==> src/link_engine_params.svh <==
// constants of the host command sequencer: host port map, command codes, timing
// assumes a 100 MHz core clock and a compiler that honours include guards
`ifndef LINK_ENGINE_PARAMS_SVH
`define LINK_ENGINE_PARAMS_SVH

// ==========================================
// host port map
`define HOST_ADDR_CMD   6'h00
`define HOST_ADDR_DATA  6'h01
`define HOST_UNIT_BASE  6'h08
`define SLOT_CS         2'h0
`define SLOT_IF0        2'h1
`define SLOT_IF1        2'h2
`define SLOT_IF2        2'h3

// ==========================================
// command codes
`define CMD_IGNORE_BIT  31
`define CMD_STOP_CODE   16'h0800
`define CMD_TRANSFER_TRIGGER_COMMAND_CODE   8'h10
`define CMD_SETUP_CODE  8'h0f
`define CMD_NORMAL_CODE 8'h09
`define OPC_READ_GROUP  6'h11
`define READ_BYTE_MASK  32'h0000_00ff
`define READ_WORD_MASK  32'h0000_ffff

// ==========================================
// timing
`define CLK_PERIOD_NS   10
`define XFER_LIMIT_NS   100000
`define XFER_MARGIN_CYC 4

`endif

==> src/link_engine_pkg.sv <==
// types shared by the host command sequencer and its request queue
// assumes an eight-channel engine; channel index fits three bits
package link_engine_pkg;

  typedef enum logic [1:0] {OP_SETUP_START, OP_NORMAL_START, OP_TRIGGER, OP_NONE} op_t;

  typedef enum logic [2:0] {S_IDLE, S_SCAN, S_FETCH, S_PUSH, S_WAIT, S_RSPW, S_DONE, S_HALT}
    state_t;

  typedef struct packed {
    op_t         op;
    logic [2:0]  ch;
    logic [31:0] cs;
    logic [31:0] d0;
    logic [31:0] d1;
  } req_t;

endpackage

==> src/req_stream_if.sv <==
// valid/ready carrier from the sequencer into the request queue
// assumes both ends on core_clk
`timescale 1ns/1ps
interface req_stream_if #(parameter int W = 8);
  logic         valid;
  logic         ready;
  logic [W-1:0] data;
  modport src (output valid, output data, input ready);
  modport snk (input valid, input data, output ready);
endinterface

==> src/host_sequencer.sv <==
// host command interpreter of the multi-channel serial link engine
// assumes host port and link logic on core_clk; link answers each request once
`timescale 1ns/1ps
`include "link_engine_params.svh"
module host_sequencer import link_engine_pkg::*; #(
  parameter int NCH              = 8,
  parameter int FIFO_DEPTH       = 8,
  parameter int XFER_TIMEOUT_CYC = `XFER_LIMIT_NS / `CLK_PERIOD_NS
) (
  // clock and reset
  input  wire logic           core_clk,
  input  wire logic           nrst,
  // host register port
  input  wire logic           host_wr,
  input  wire logic           host_rd,
  input  wire logic [5:0]     host_addr,
  input  wire logic [31:0]    host_wdata,
  output logic      [31:0]    host_rdata,
  output logic                host_rvalid,
  // link requests
  output logic                link_req_valid,
  input  wire logic           link_req_ready,
  output logic      [1:0]     link_req_op,
  output logic      [2:0]     link_req_ch,
  output logic      [31:0]    link_req_cs,
  output logic      [31:0]    link_req_d0,
  output logic      [31:0]    link_req_d1,
  // link answers
  input  wire logic           link_rsp_valid,
  output logic                link_rsp_ready,
  input  wire logic           link_rsp_fail,
  input  wire logic [31:0]    link_rsp_d0,
  input  wire logic [31:0]    link_rsp_d1,
  input  wire logic [15:0]    link_rsp_ptr,
  input  wire logic [7:0]     link_rsp_unit,
  // channel control
  output logic                link_halt,
  output logic      [NCH-1:0] chan_active
);
  localparam int TMO_LIM = XFER_TIMEOUT_CYC - `XFER_MARGIN_CYC;

  // ==========================================
  // decoding
  function automatic logic [32:0] read_keep(input logic setup, input logic [7:0] opc);
    logic [32:0] k;
    k = 33'h0_0000_0000;
    if (!setup)
      k = {1'b1, 32'hffff_ffff};
    else if (opc[7:2] == `OPC_READ_GROUP)
    begin
      unique case (opc[1:0])
        2'h0: k = {1'b0, `READ_BYTE_MASK};
        2'h1: k = {1'b0, `READ_WORD_MASK};
        2'h2: k = {1'b0, 32'hffff_ffff};
        2'h3: k = {1'b1, 32'hffff_ffff};
      endcase
    end
    return k;
  endfunction

  state_t      state_reg;
  op_t         op_reg;
  logic [31:0] cmd_reg, data_reg, cs_cap_reg, d0_cap_reg, d1_cap_reg;
  logic [31:0] rsp_d0_reg, rsp_d1_reg;
  logic [15:0] rsp_ptr_reg;
  logic [7:0]  mask_reg;
  logic [2:0]  ch_reg, rsp_ch_reg;
  logic [1:0]  fk_reg;
  logic        wk_reg, fwait_reg, rsp_fail_reg, setup_reg, halt_reg, rsp_ready_reg;
  logic [NCH-1:0] pend_reg, fail_reg, run_reg, seen_reg;
  logic [7:0]  unit_reg [NCH];
  logic [31:0] tmo_reg;
  logic [31:0] rdata_reg;
  logic        rvalid_reg;
  logic [1:0]  rd_kind_reg;
  logic [2:0]  rd_ch_reg;
  logic [31:0] mem_rdata;
  logic        rd_pend_reg, rd_hit_reg;
  logic [2:0]  rsp_ch_in;
  logic [7:0]  rsp_unit_reg;

  wire host_mem_rd = host_rd & host_addr[5];
  wire host_mem_wr = host_wr & host_addr[5];
  wire cmd_wr      = host_wr & (host_addr == `HOST_ADDR_CMD) & ~host_wdata[`CMD_IGNORE_BIT];
  wire w_stop      = host_wdata[15:0] == `CMD_STOP_CODE;
  wire w_transfer_trigger_command      = host_wdata[15:8] == `CMD_TRANSFER_TRIGGER_COMMAND_CODE;
  wire w_setup     = host_wdata[15:8] == `CMD_SETUP_CODE;
  wire w_norm      = host_wdata[15:8] == `CMD_NORMAL_CODE;
  // a busy command register only takes a halt; other writes are dropped
  wire accept_halt = cmd_wr & w_stop;
  wire accept_new  = cmd_wr & ~w_stop & (state_reg == S_IDLE);
  wire ch_sel      = mask_reg[ch_reg];
  wire last_ch     = ch_reg == 3'(NCH - 1);
  wire seq_rd      = (state_reg == S_FETCH) & ~fwait_reg & ~host_mem_rd;
  wire [32:0] keep = read_keep(setup_reg, cs_cap_reg[31:24]);
  wire is_start    = op_reg != OP_TRIGGER;

  // response write-back: start fills if2, trigger fills if0/if1 by size
  wire        seq_need = is_start ? ~wk_reg : (~rsp_fail_reg & (wk_reg ? keep[32] : 1'b1));
  wire        seq_we   = (state_reg == S_RSPW) & seq_need & ~host_mem_wr;
  wire [1:0]  seq_slot = is_start ? `SLOT_IF2 : (wk_reg ? `SLOT_IF1 : `SLOT_IF0);
  wire [31:0] seq_wd   = is_start ? {16'h0000, rsp_ptr_reg}
                                  : (wk_reg ? rsp_d1_reg : (rsp_d0_reg & keep[31:0]));
  wire        rsp_take = link_rsp_valid & ~rsp_ready_reg;

  // ==========================================
  // request queue and interface store
  req_stream_if #(.W($bits(req_t))) push_s ();
  req_t head;
  assign push_s.valid = state_reg == S_PUSH;
  assign push_s.data  = {op_reg, ch_reg, cs_cap_reg, d0_cap_reg, d1_cap_reg};

  req_fifo #(.W($bits(req_t)), .DEPTH(FIFO_DEPTH)) u_fifo (
    .core_clk  (core_clk),
    .nrst      (nrst),
    .flush     (halt_reg),
    .in_s      (push_s),
    .out_valid (link_req_valid),
    .out_ready (link_req_ready),
    .out_data  (head)
  );
  assign link_req_op = head.op;
  assign link_req_ch = head.ch;
  assign link_req_cs = head.cs;
  assign link_req_d0 = head.d0;
  assign link_req_d1 = head.d1;

  // host has priority on both ports; the sequencer waits a cycle
  iface_regs_mem #(.DW(32), .AW(5)) u_mem (
    .core_clk (core_clk),
    .we       (host_mem_wr | seq_we),
    .waddr    (host_mem_wr ? host_addr[4:0] : {rsp_ch_reg, seq_slot}),
    .wdata    (host_mem_wr ? host_wdata : seq_wd),
    .raddr    (host_mem_rd ? host_addr[4:0] : {ch_reg, fk_reg}),
    .rdata    (mem_rdata)
  );

  // ==========================================
  // command sequencer
  always_ff @(posedge core_clk)
  begin
    if (!nrst)
    begin
      state_reg <= S_IDLE; op_reg <= OP_NONE; cmd_reg <= 32'h0000_0000;
      data_reg <= 32'h0000_0000; mask_reg <= 8'h00; ch_reg <= 3'h0; fk_reg <= 2'h0;
      wk_reg <= 1'b0; fwait_reg <= 1'b0; setup_reg <= 1'b0; halt_reg <= 1'b0;
      pend_reg <= '0; fail_reg <= '0; run_reg <= '0; seen_reg <= '0; tmo_reg <= 32'h0;
      rsp_ready_reg <= 1'b0; rsp_fail_reg <= 1'b0; rsp_ch_reg <= 3'h0;
      unit_reg <= '{default: 8'h00};
    end
    else
    begin
      halt_reg      <= 1'b0;
      rsp_ready_reg <= 1'b0;
      tmo_reg       <= (state_reg == S_IDLE) ? 32'h0 : tmo_reg + 32'h1;
      if (accept_halt)
      begin
        cmd_reg   <= host_wdata;
        state_reg <= S_HALT;
      end
      else
      begin
        unique case (state_reg)
          S_IDLE:
          begin
            // stray answers after a timeout or halt are drained and dropped
            rsp_ready_reg <= rsp_take;
            if (accept_new)
            begin
              cmd_reg  <= host_wdata;
              mask_reg <= host_wdata[7:0];
              ch_reg   <= 3'h0;
              pend_reg <= '0;
              fail_reg <= '0;
              op_reg   <= w_transfer_trigger_command ? OP_TRIGGER : w_setup ? OP_SETUP_START
                        : w_norm ? OP_NORMAL_START : OP_NONE;
              if (w_setup | w_norm)
              begin
                setup_reg <= w_setup;
                seen_reg  <= seen_reg & ~host_wdata[NCH-1:0];
                run_reg   <= run_reg & ~host_wdata[NCH-1:0];
              end
              state_reg <= (w_transfer_trigger_command | w_setup | w_norm) ? S_SCAN : S_DONE;
              if (!(w_transfer_trigger_command | w_setup | w_norm))
                fail_reg <= '1;
            end
          end
          S_SCAN:
          begin
            if (ch_sel && (op_reg != OP_TRIGGER || run_reg[ch_reg]))
            begin
              fk_reg    <= `SLOT_CS;
              state_reg <= S_FETCH;
            end
            else
            begin
              if (ch_sel)
                fail_reg[ch_reg] <= 1'b1;
              ch_reg    <= last_ch ? ch_reg : ch_reg + 3'h1;
              state_reg <= last_ch ? S_WAIT : S_SCAN;
            end
          end
          S_FETCH:
          begin
            if (fwait_reg)
            begin
              fwait_reg <= 1'b0;
              unique case (fk_reg)
                `SLOT_CS:  cs_cap_reg <= mem_rdata;
                `SLOT_IF0: d0_cap_reg <= mem_rdata;
                default:   d1_cap_reg <= mem_rdata;
              endcase
              fk_reg    <= fk_reg + 2'h1;
              state_reg <= (fk_reg == `SLOT_IF1) ? S_PUSH : S_FETCH;
            end
            else if (seq_rd)
              fwait_reg <= 1'b1;
          end
          S_PUSH:
          begin
            if (push_s.ready)
            begin
              pend_reg[ch_reg] <= 1'b1;
              if (op_reg == OP_TRIGGER)
                seen_reg[ch_reg] <= 1'b1;
              ch_reg    <= last_ch ? ch_reg : ch_reg + 3'h1;
              state_reg <= last_ch ? S_WAIT : S_SCAN;
            end
          end
          S_WAIT:
          begin
            if (pend_reg == '0)
              state_reg <= S_DONE;
            else if (op_reg == OP_TRIGGER && tmo_reg >= 32'(TMO_LIM))
            begin
              fail_reg  <= fail_reg | pend_reg;
              pend_reg  <= '0;
              state_reg <= S_DONE;
            end
            else if (rsp_take)
            begin
              rsp_ready_reg <= 1'b1;
              rsp_ch_reg    <= rsp_ch_in;
              rsp_fail_reg  <= link_rsp_fail;
              rsp_d0_reg    <= link_rsp_d0;
              rsp_d1_reg    <= link_rsp_d1;
              rsp_ptr_reg   <= link_rsp_ptr;
              wk_reg        <= 1'b0;
              state_reg     <= S_RSPW;
            end
          end
          S_RSPW:
          begin
            if (seq_we || !seq_need)
            begin
              if (wk_reg || is_start)
              begin
                pend_reg[rsp_ch_reg] <= 1'b0;
                fail_reg[rsp_ch_reg] <= fail_reg[rsp_ch_reg] | rsp_fail_reg;
                if (is_start)
                  unit_reg[rsp_ch_reg] <= rsp_unit_reg;
                state_reg <= S_WAIT;
              end
              wk_reg <= 1'b1;
            end
          end
          S_DONE:
          begin
            cmd_reg   <= 32'h0000_0000;
            data_reg  <= {{(32-NCH){1'b0}}, fail_reg};
            if (is_start && op_reg != OP_NONE)
              run_reg <= run_reg | (mask_reg[NCH-1:0] & ~fail_reg);
            state_reg <= S_IDLE;
          end
          S_HALT:
          begin
            halt_reg  <= 1'b1;
            // a halt in mid-fetch must not leave a stale capture pending
            fwait_reg <= 1'b0;
            run_reg   <= '0;
            pend_reg  <= '0;
            setup_reg <= 1'b0;
            cmd_reg   <= 32'h0000_0000;
            data_reg  <= 32'h0000_0000;
            state_reg <= S_IDLE;
          end
        endcase
      end
    end
  end

  // in-order link: the answer belongs to the lowest pending channel
  always_comb
  begin
    rsp_ch_in = 3'h0;
    for (int i = NCH - 1; i >= 0; i--)
      if (pend_reg[i])
        rsp_ch_in = 3'(i);
  end
  always_ff @(posedge core_clk)
  begin
    if (!nrst)
      rsp_unit_reg <= 8'h00;
    else if (rsp_take && state_reg == S_WAIT)
      rsp_unit_reg <= link_rsp_unit;
  end

  // ==========================================
  // host read path: two cycles from host_rd to host_rvalid
  always_ff @(posedge core_clk)
  begin
    if (!nrst)
    begin
      rd_kind_reg <= 2'h0; rd_ch_reg <= 3'h0; rvalid_reg <= 1'b0; rdata_reg <= 32'h0;
      rd_pend_reg <= 1'b0; rd_hit_reg <= 1'b0;
    end
    else
    begin
      rd_kind_reg <= host_mem_rd ? 2'h3 : (host_addr == `HOST_ADDR_CMD) ? 2'h0
                   : (host_addr == `HOST_ADDR_DATA) ? 2'h1 : 2'h2;
      rd_hit_reg  <= host_mem_rd | (host_addr == `HOST_ADDR_CMD)
                   | (host_addr == `HOST_ADDR_DATA) | (host_addr[5:3] == 3'h1);
      rd_ch_reg   <= host_addr[2:0];
      rd_pend_reg <= host_rd;
      // valid rises together with the data it marks
      rvalid_reg  <= rd_pend_reg;
      if (rd_pend_reg)
      begin
        if (!rd_hit_reg)
          rdata_reg <= 32'h0000_0000;
        else
        begin
          unique case (rd_kind_reg)
            2'h0: rdata_reg <= cmd_reg;
            2'h1: rdata_reg <= data_reg;
            // unit number hides once a trigger has gone out on that channel
            2'h2: rdata_reg <= seen_reg[rd_ch_reg] ? 32'h0 : {24'h0, unit_reg[rd_ch_reg]};
            2'h3: rdata_reg <= mem_rdata;
          endcase
        end
      end
    end
  end
  assign host_rdata     = rdata_reg;
  assign host_rvalid    = rvalid_reg;
  assign link_rsp_ready = rsp_ready_reg;
  assign link_halt      = halt_reg;
  assign chan_active    = run_reg;

  // ==========================================
  // checks
  chk_done_clears_cmd: assert property (@(posedge core_clk) disable iff (!nrst)
    state_reg == S_DONE && !accept_halt |=> cmd_reg == 32'h0 && state_reg == S_IDLE)
    else $error("command not cleared on completion");
  chk_busy_write_drop: assert property (@(posedge core_clk) disable iff (!nrst)
    state_reg inside {S_SCAN, S_FETCH, S_PUSH, S_WAIT, S_RSPW} && cmd_wr && !w_stop
    |=> $stable(cmd_reg))
    else $error("busy command register was overwritten");
  chk_push_in_mask: assert property (@(posedge core_clk) disable iff (!nrst)
    push_s.valid && push_s.ready |-> mask_reg[ch_reg])
    else $error("request sent on unselected channel");
  chk_trigger_bound: assert property (@(posedge core_clk) disable iff (!nrst)
    op_reg == OP_TRIGGER && state_reg != S_IDLE |-> tmo_reg < 32'(XFER_TIMEOUT_CYC))
    else $error("trigger exceeded its time limit");
  chk_halt_idles: assert property (@(posedge core_clk) disable iff (!nrst)
    accept_halt |=> ##1 run_reg == '0 && cmd_reg == 32'h0 && link_halt)
    else $error("halt left a channel running");
  chk_unit_hidden: assert property (@(posedge core_clk) disable iff (!nrst)
    host_rd && host_addr[5:3] == 3'h1 && seen_reg[host_addr[2:0]] && !accept_new
    |=> ##1 host_rdata == 32'h0)
    else $error("unit number visible after trigger");
  chk_word_read_low: assert property (@(posedge core_clk) disable iff (!nrst)
    seq_we && !is_start && !wk_reg && setup_reg && cs_cap_reg[31:24] == 8'h45
    |-> seq_wd[31:16] == 16'h0)
    else $error("word read spilled above low half");
  chk_ptr_to_if2: assert property (@(posedge core_clk) disable iff (!nrst)
    seq_we && is_start |-> seq_slot == `SLOT_IF2 && seq_wd[15:0] == rsp_ptr_reg)
    else $error("pointer not written to interface 2");
endmodule

==> src/iface_regs_mem.sv <==
// per-channel control/status and interface word store, registered read
// assumes one writer and one reader per cycle, arbitrated outside
`timescale 1ns/1ps
module iface_regs_mem #(
  parameter int DW = 32,
  parameter int AW = 5
) (
  input  wire logic          core_clk,
  // write port
  input  wire logic          we,
  input  wire logic [AW-1:0] waddr,
  input  wire logic [DW-1:0] wdata,
  // read port
  input  wire logic [AW-1:0] raddr,
  output logic      [DW-1:0] rdata
);
  logic [DW-1:0] store_reg [2**AW];

  always_ff @(posedge core_clk)
  begin
    if (we)
      store_reg[waddr] <= wdata;
    rdata <= store_reg[raddr];
  end
endmodule

==> src/req_fifo.sv <==
// request queue toward the serial link: compacting shift register
// assumes the link side drains with out_ready; head entry is a flop
`timescale 1ns/1ps
module req_fifo #(
  parameter int W     = 8,
  parameter int DEPTH = 8
) (
  // clock and reset
  input  wire logic         core_clk,
  input  wire logic         nrst,
  input  wire logic         flush,
  // fill side
  req_stream_if.snk         in_s,
  // drain side
  output logic              out_valid,
  input  wire logic         out_ready,
  output logic [W-1:0]      out_data
);
  logic [W-1:0] data_reg [DEPTH];
  logic         vld_reg  [DEPTH];
  logic [W-1:0] shd      [DEPTH+1];
  logic         shv      [DEPTH+1];
  wire          pop  = vld_reg[0] & out_ready;
  // compaction keeps the last slot free until truly full
  wire          push = in_s.valid & ~vld_reg[DEPTH-1];

  assign in_s.ready = ~vld_reg[DEPTH-1];
  assign out_valid  = vld_reg[0];
  assign out_data   = data_reg[0];
  assign shd[DEPTH] = '0;
  assign shv[DEPTH] = 1'b0;

  for (genvar i = 0; i < DEPTH; i++)
  begin : g_slot
    // slot zero has no neighbour below; the clamp keeps the index in range
    localparam int PREV = (i == 0) ? 0 : i - 1;
    wire sv   = pop ? shv[i+1] : vld_reg[i];
    wire take = push & ~sv & ((i == 0) ? 1'b1 : (pop ? vld_reg[i] : vld_reg[PREV]));
    assign shd[i] = data_reg[i];
    assign shv[i] = vld_reg[i];
    always_ff @(posedge core_clk)
    begin
      if (!nrst || flush)
      begin
        vld_reg[i]  <= 1'b0;
        data_reg[i] <= '0;
      end
      else
      begin
        vld_reg[i]  <= sv | take;
        data_reg[i] <= take ? in_s.data : (pop ? shd[i+1] : data_reg[i]);
      end
    end
  end
endmodule

==> config.mk <==
export PLATFORM = sky130hd
export DESIGN_NAME = host_sequencer
export DESIGN_NICKNAME = d
export VERILOG_FILES = /design/src/link_engine_pkg.sv /design/src/req_stream_if.sv /design/src/host_sequencer.sv /design/src/iface_regs_mem.sv /design/src/req_fifo.sv
export VERILOG_INCLUDE_DIRS = /design/src
export SDC_FILE = /design/constraint.sdc
export NUM_CORES = 2
export LEC_CHECK = 0
export BUFFER_PORTS_ARGS = -buffer_cell sky130_fd_sc_hd__buf_4
export CELL_PAD_IN_SITES_DETAIL_PLACEMENT = 0
export CELL_PAD_IN_SITES_GLOBAL_PLACEMENT = 1
export CORE_MARGIN = 2
export CORE_UTILIZATION = 50
export CTS_CLUSTER_SIZE = 14
export DETAILED_ROUTE_END_ITERATION = 12
export GPL_TIMING_DRIVEN = 0
export PLACE_DENSITY_LB_ADDON = 0.1
export SYNTH_ARGS = -nofsm -noshare
export SYNTH_HDL_FRONTEND = slang
export SYNTH_HIERARCHICAL = 1
export SYNTH_SLANG_ARGS = --single-unit
export TNS_END_PERCENT = 100
==> constraint.sdc <==
create_clock -name core_clk -period 12.75 [get_ports core_clk]
set_input_delay 3.825 -clock core_clk [delete_from_list [all_inputs] [get_ports core_clk]]
set_output_delay 3.825 -clock core_clk [all_outputs]
set_load 0.02 [all_outputs]
# Yosys cells after proc, flatten, opt, wreduce, memory -nomap -nowiden
# Memories as Yosys holds them, arrays and structs flattened. A register that Yosys moved wholly into a read port is not among the register bits.
# Index checks and enable logic that the tools add are counted.
# op_classes
order_cmp,9
add_sub_neg,3
multipliers,0
shift,0
bitwise_logic,99
n_reduce_logical,53
eq_ne,47
div,0
mux,160
# op_table
cell,count
101-bit two-way mux,24
8-bit two-way mux,25
32-bit two-way mux,6
33-bit one-hot mux with 4 select lines,1
32-bit one-hot mux with 2 select lines,2
32-bit one-hot mux with 4 select lines,1
3-bit two-way mux,24
33-bit two-way mux,2
64-bit bitwise mux,1
1-bit two-way mux,42
8-bit OR,5
8-bit one-hot mux with 5 select lines,1
5-bit AND reduction,7
32-bit by 1-bit adder with 32-bit output (second input constant),1
32-bit bitwise AND,1
8-bit bitwise AND,4
32-bit by 14-bit >= comparator with 1-bit output (second input constant),1
1-bit OR,32
8-bit one-hot mux with 4 select lines,1
1-bit bitwise AND,30
2-bit != test (second input constant),14
8-bit binary-select mux with 3-bit select,1
8-bit demux with 3-bit select,1
8-bit inverter,3
51 further kinds,141
# totals
word_cells,414
mem_bits_rw,1840
register_bits,443
latch_bits,0
mem_count,3
romBits,0
output_inout_bits,145
inputBits,133
# mem_list
name,words,word_bits,read_ports,rd_clocked_by_memory_dff,wr,line_no,source
u_mem.store_reg,32,32,1,1,1,iface_regs_mem.sv:17,logic [DW-1:0] store_reg [2**AW];
u_fifo.data_reg,8,101,8,0,8,req_fifo.sv:19,logic [W-1:0] data_reg [DEPTH];
u_fifo.vld_reg,8,1,8,0,8,req_fifo.sv:20,logic vld_reg [DEPTH];

# Logic depth before layout (Yosys ltp)
# logic_depth
ltp_word,13
mapped_depth,13
ltp_nobuf,7

# Modules after synthesis
# Netlist, hierarchy kept.
# modules_own_cells
module,instances,seq_area_each_um2,cells_per_inst,area_per_inst_um2
iface_regs_mem,1,31390.1,2260,40492.6
req_fifo,1,16335.7,4142,37926.4
host_sequencer,1,10149.7,1668,17752.0

# Worst setup path after synthesis
# OpenSTA, ideal clock, no wires.
# synth_path
path_type,in2reg
from,input port host_wr
to,"register d1_cap_reg[0], enable pin"
arrival_ns,7.013
path_stages,7
setup_ns,0.468
setup_slack_ns,5.270
required_time_ns,12.282
path_cell_list,nor3b_1 -> nand3_1 -> nor3_1 -> buf_2 -> nor2b_1 -> and3_1 -> nor3b_1
# synth_via
elab_chain_cells,5
# synth_rtl
item,line_no,source
start: declaration,host_sequencer.sv:14,"input wire logic host_wr,"
1-bit bitwise AND (2 in series),host_sequencer.sv:84,wire cmd_wr = host_wr & (host_addr == `HOST_ADDR_CMD) & ~host_wdata[`CMD_IGNORE_BIT];
1-bit bitwise AND,host_sequencer.sv:90,wire accept_halt = cmd_wr & w_stop;
1-bit inverter (no line),n/a,
5-bit AND reduction (no line),n/a,
end signal: assignment,host_sequencer.sv:211,default: d1_cap_reg <= mem_rdata;
end: declaration,host_sequencer.sv:63,"logic [31:0] cmd_reg, data_reg, cs_cap_reg, d0_cap_reg, d1_cap_reg;"
# Every way passes these cells.
# A chain may end at the register's enable or synchronous reset.

# Worst setup path in the final report
# layout_path
from,input port host_addr[5]
to,"memory u_mem.store_reg[0][13], enable pin"
# layout_via
elab_chain_cells,6
word_cells_on_any_way,7
cone_classes,mux (3); bitwise (4)
# layout_rtl
item,line_no,source
start: declaration,host_sequencer.sv:16,"input wire logic [5:0] host_addr,"
1-bit bitwise AND (*),host_sequencer.sv:83,wire host_mem_wr = host_wr & host_addr[5];
1-bit inverter,host_sequencer.sv:100,wire seq_we = (state_reg == S_RSPW) & seq_need & ~host_mem_wr;
1-bit bitwise AND,host_sequencer.sv:100,
1-bit OR,host_sequencer.sv:131,".we (host_mem_wr | seq_we),"
1-bit two-way mux,iface_regs_mem.sv:21,if (we)
1-bit two-way mux (implied by the code),iface_regs_mem.sv:22,store_reg[waddr] <= wdata;
end: declaration,iface_regs_mem.sv:17,
# Mark *: on every way between the ends. The rest lies on a longest branch, timed or not.

==> key figures <==
Layout
  – Cell Count, Final, Fillers Out: 11400
  – Area growth syn-to-layout: 15.4%
  – Multi-input gate area: 34300 um^2
  – Most common cell after layout, fill and taps aside: edfxtp_1
  – Utilization after layout: 0.582
  – Final #Nets: 8781
  – Register Area: 57900 um^2
  – Layout cells sized above 1: 0.157
  – Fillers: 15800
  – Most frequent cells in the layout: edfxtp_1, dfxtp_1, mux2i_1
  – Max FFs per register: 1024

Timing
  – Post-route worst setup slack: 5.48 ns
  – Crit share post-route: 0.570
  – Final setup TNS: 0 ns
  – Setup Skew: 0.0495 ns
  – RSZ-0062 raised after global routing: false
  – Final Slew Violations: 44
  – Slew margin rel.: -0.0861
  – Worst slew pin tran: 1.63 ns
  – Final setup vio count: 0
  – Max frequency: 138 MHz
  – Hold Fails Final Rpt: 0
  – Final Critical Period: 7.27 ns

Yosys
  – Synth Instances: 8070
  – Main synth FF type: edfxtp_1
  – Async SR Flop Fraction: 0
  – Netlist cell types: 84
  – Synthesis-stage register bit count: 2291
  – Syn Nets: 8210
  – Mapped cell area: 96200 um^2
  – Seq/Total Area, Yosys: 0.602
  – Average cell area after synthesis: 11.9 um^2
  – Post-synth EDFFs: 1200
  – Synth warn: 6

Power
  – PD cells: 149 nW/um^2
  – Max VDD drop: 0.157 mV
  – LEAKAGE: 38.1 nW

Detailed routing
  – Total number of vias: 71500
  – Wirelength per Cell: 29.1 um
  – Post-detailed-route count of antenna-violating nets: 0
  – 1st-pass router iterations: 6
  – DRC: 0
  – Vias/cell: 6.29
  – Final WL: 330 mm
  – Initial DRC count: 7358

GRT
  – Vias in the first global route: 69800
  – First-pass GRT wire length: 473 mm
  – Global route overflow: 0
  – Tot GR Track Use: 0.327
  – Initial antenna violation count: 27
  – Largest net degree at the start of global routing: 51

Clocking
  – Clk Latency, worst-skew pair: 0.89 ns
  – Clock Path Buffers: 3
  – # hold bufs at CTS: 0
  – Maximum level of the CTS H-tree: 4
  – Root Buffer Master: clkbuf_16
  – Sink Count: 2291
  – Post-CTS Resized: 0
  – TritonCTS buffer count: 233
  – Post-CTS setup buffer count: 0
  – TritonCTS clock tree: done
  – Clock transition at the registers of the reported paths: 0.06 ns

Run status
  – Violated checks: max-capacitance violations, max-slew violations
  – Status: finished, violations left

Critical path
  – Data required, critical path: 13.37 ns
  – Critical-path maximum fanout: 21
  – CP Class: in -> reg
  – R2R depth: 8
  – Worst Setup End Kind: register
  – Arrival @ worst endpoint: 7.89 ns
  – Worst setup SP type: primary input

Placement
  – Placed cells: 10900
  – Final Wtd Congestion: 0.930
  – Post-Place Setup Slack: 4.70 ns
  – I/O Buffers: 277
  – Final HPWL DP: 232 mm

Min path
  – Worst hold path type: reg -> reg
  – Worst Hold Depth: 2

Die
  – Die width: 443 um
  – Io pins: 278
  – Row count: 160
  – Die ar.: 196000 um^2
  – Total core area: 191000 um^2
  – Die height: 443 um
  – Starting Density: 0.505

Flow run
  – Total of max-cap violations: 4
metal layers:
| layer | global-route usage | vias to the layer above | wire [um] |
|---|---|---|---|
| met3 | 0.0491 | 767 | 21700 |
| met2 | 0.543 | 2934 | 158000 |
| li1 | - | 32200 | - |
| met4 | 0.186 | 16 | 20200 |
| met5 | 0 | - | 101 |
| met1 | 0.409 | 35600 | 130000 |
layout make-up:
cell class / count / share of cell area
antenna: 17 / 0.000383
buffer: 890 / 0.0404
clock buffer: 332 / 0.0594
clock inverter: 103 / 0.00994
inverter: 24 / 0.000812
multi-input combinational: 4865 / 0.310
sequential: 2291 / 0.522
tap: 2511 / 0.0283
timing repair buffer: 336 / 0.0296
critical path, stage by stage:
cell,delay [ns]
buf_4,0.15
nand2_1,0.53
clkbuf_1,1.12
o21ai_0,0.48
or3b_2,0.33
clkbuf_1,0.83
nor2_4,0.30
buf_12,0.27
synth_stat cells (all sizes together) (138+ instances only):
master     n  area share
nand3    252       0.013
nand2    530       0.021
and3     530       0.034
a21oi    463       0.024
edfxtp  1200        0.37
mux2i    706       0.074
buf      434       0.029
a22oi    138       0.011
a211oi   513       0.044
o21ai    160      0.0084
clkbuf   455       0.018
nor2     476       0.019
a221oi   523       0.052
dfxtp   1091        0.23
cell families (layout without fill, tap and decap cells):
kind of cell    count (synthesis)  count (layout)  synth area share
simple gates                 2006            2006             0.102
other cells                     0              17                 0
xor+xnor                       28              28           0.00255
flops                        2291            2291             0.602
fa+ha+maj                       7               7          0.000911
compound gates               2089            2089             0.166
buf+inv                       914            1685            0.0474
mux                           735             735            0.0796
worst paths after layout:
path,start,end,slack [ns]
setup reg to reg,op_reg[1]$_SDFFE_PN1P_,u_mem/store_reg[10][6]$_DFFE_PP_,7.15
setup / recovery,host_addr[5],u_mem/store_reg[0][13]$_DFFE_PP_,5.48
hold / removal,cmd_reg[31]$_SDFFE_PN0P_,cmd_reg[31]$_SDFFE_PN0P_,0.45
hold reg to reg,cmd_reg[31]$_SDFFE_PN0P_,cmd_reg[31]$_SDFFE_PN0P_,0.45
report_power, final:
group	switching, W	internal, W
registers	0.000214	0.00786
clock network	0.00291	0.00396
logic	0.00110	0.000503
total	0.00423	0.0123
per-stage QoR:
stage | power, W | cell area, um^2 | hold WS [ns]
final | 0.0166 | 111000 | 0.446
after global routing | 0.0170 | 111000 | 0.468
after detailed placement | 0.00980 | 103000 | 0.437
after CTS | 0.0166 | 111000 | 0.445
after global placement | 0.00976 | 101000 | 0.430
after floorplan | 0.00902 | 96200 | 0.422
Note: power is estimated with default switching activity, not from simulation.
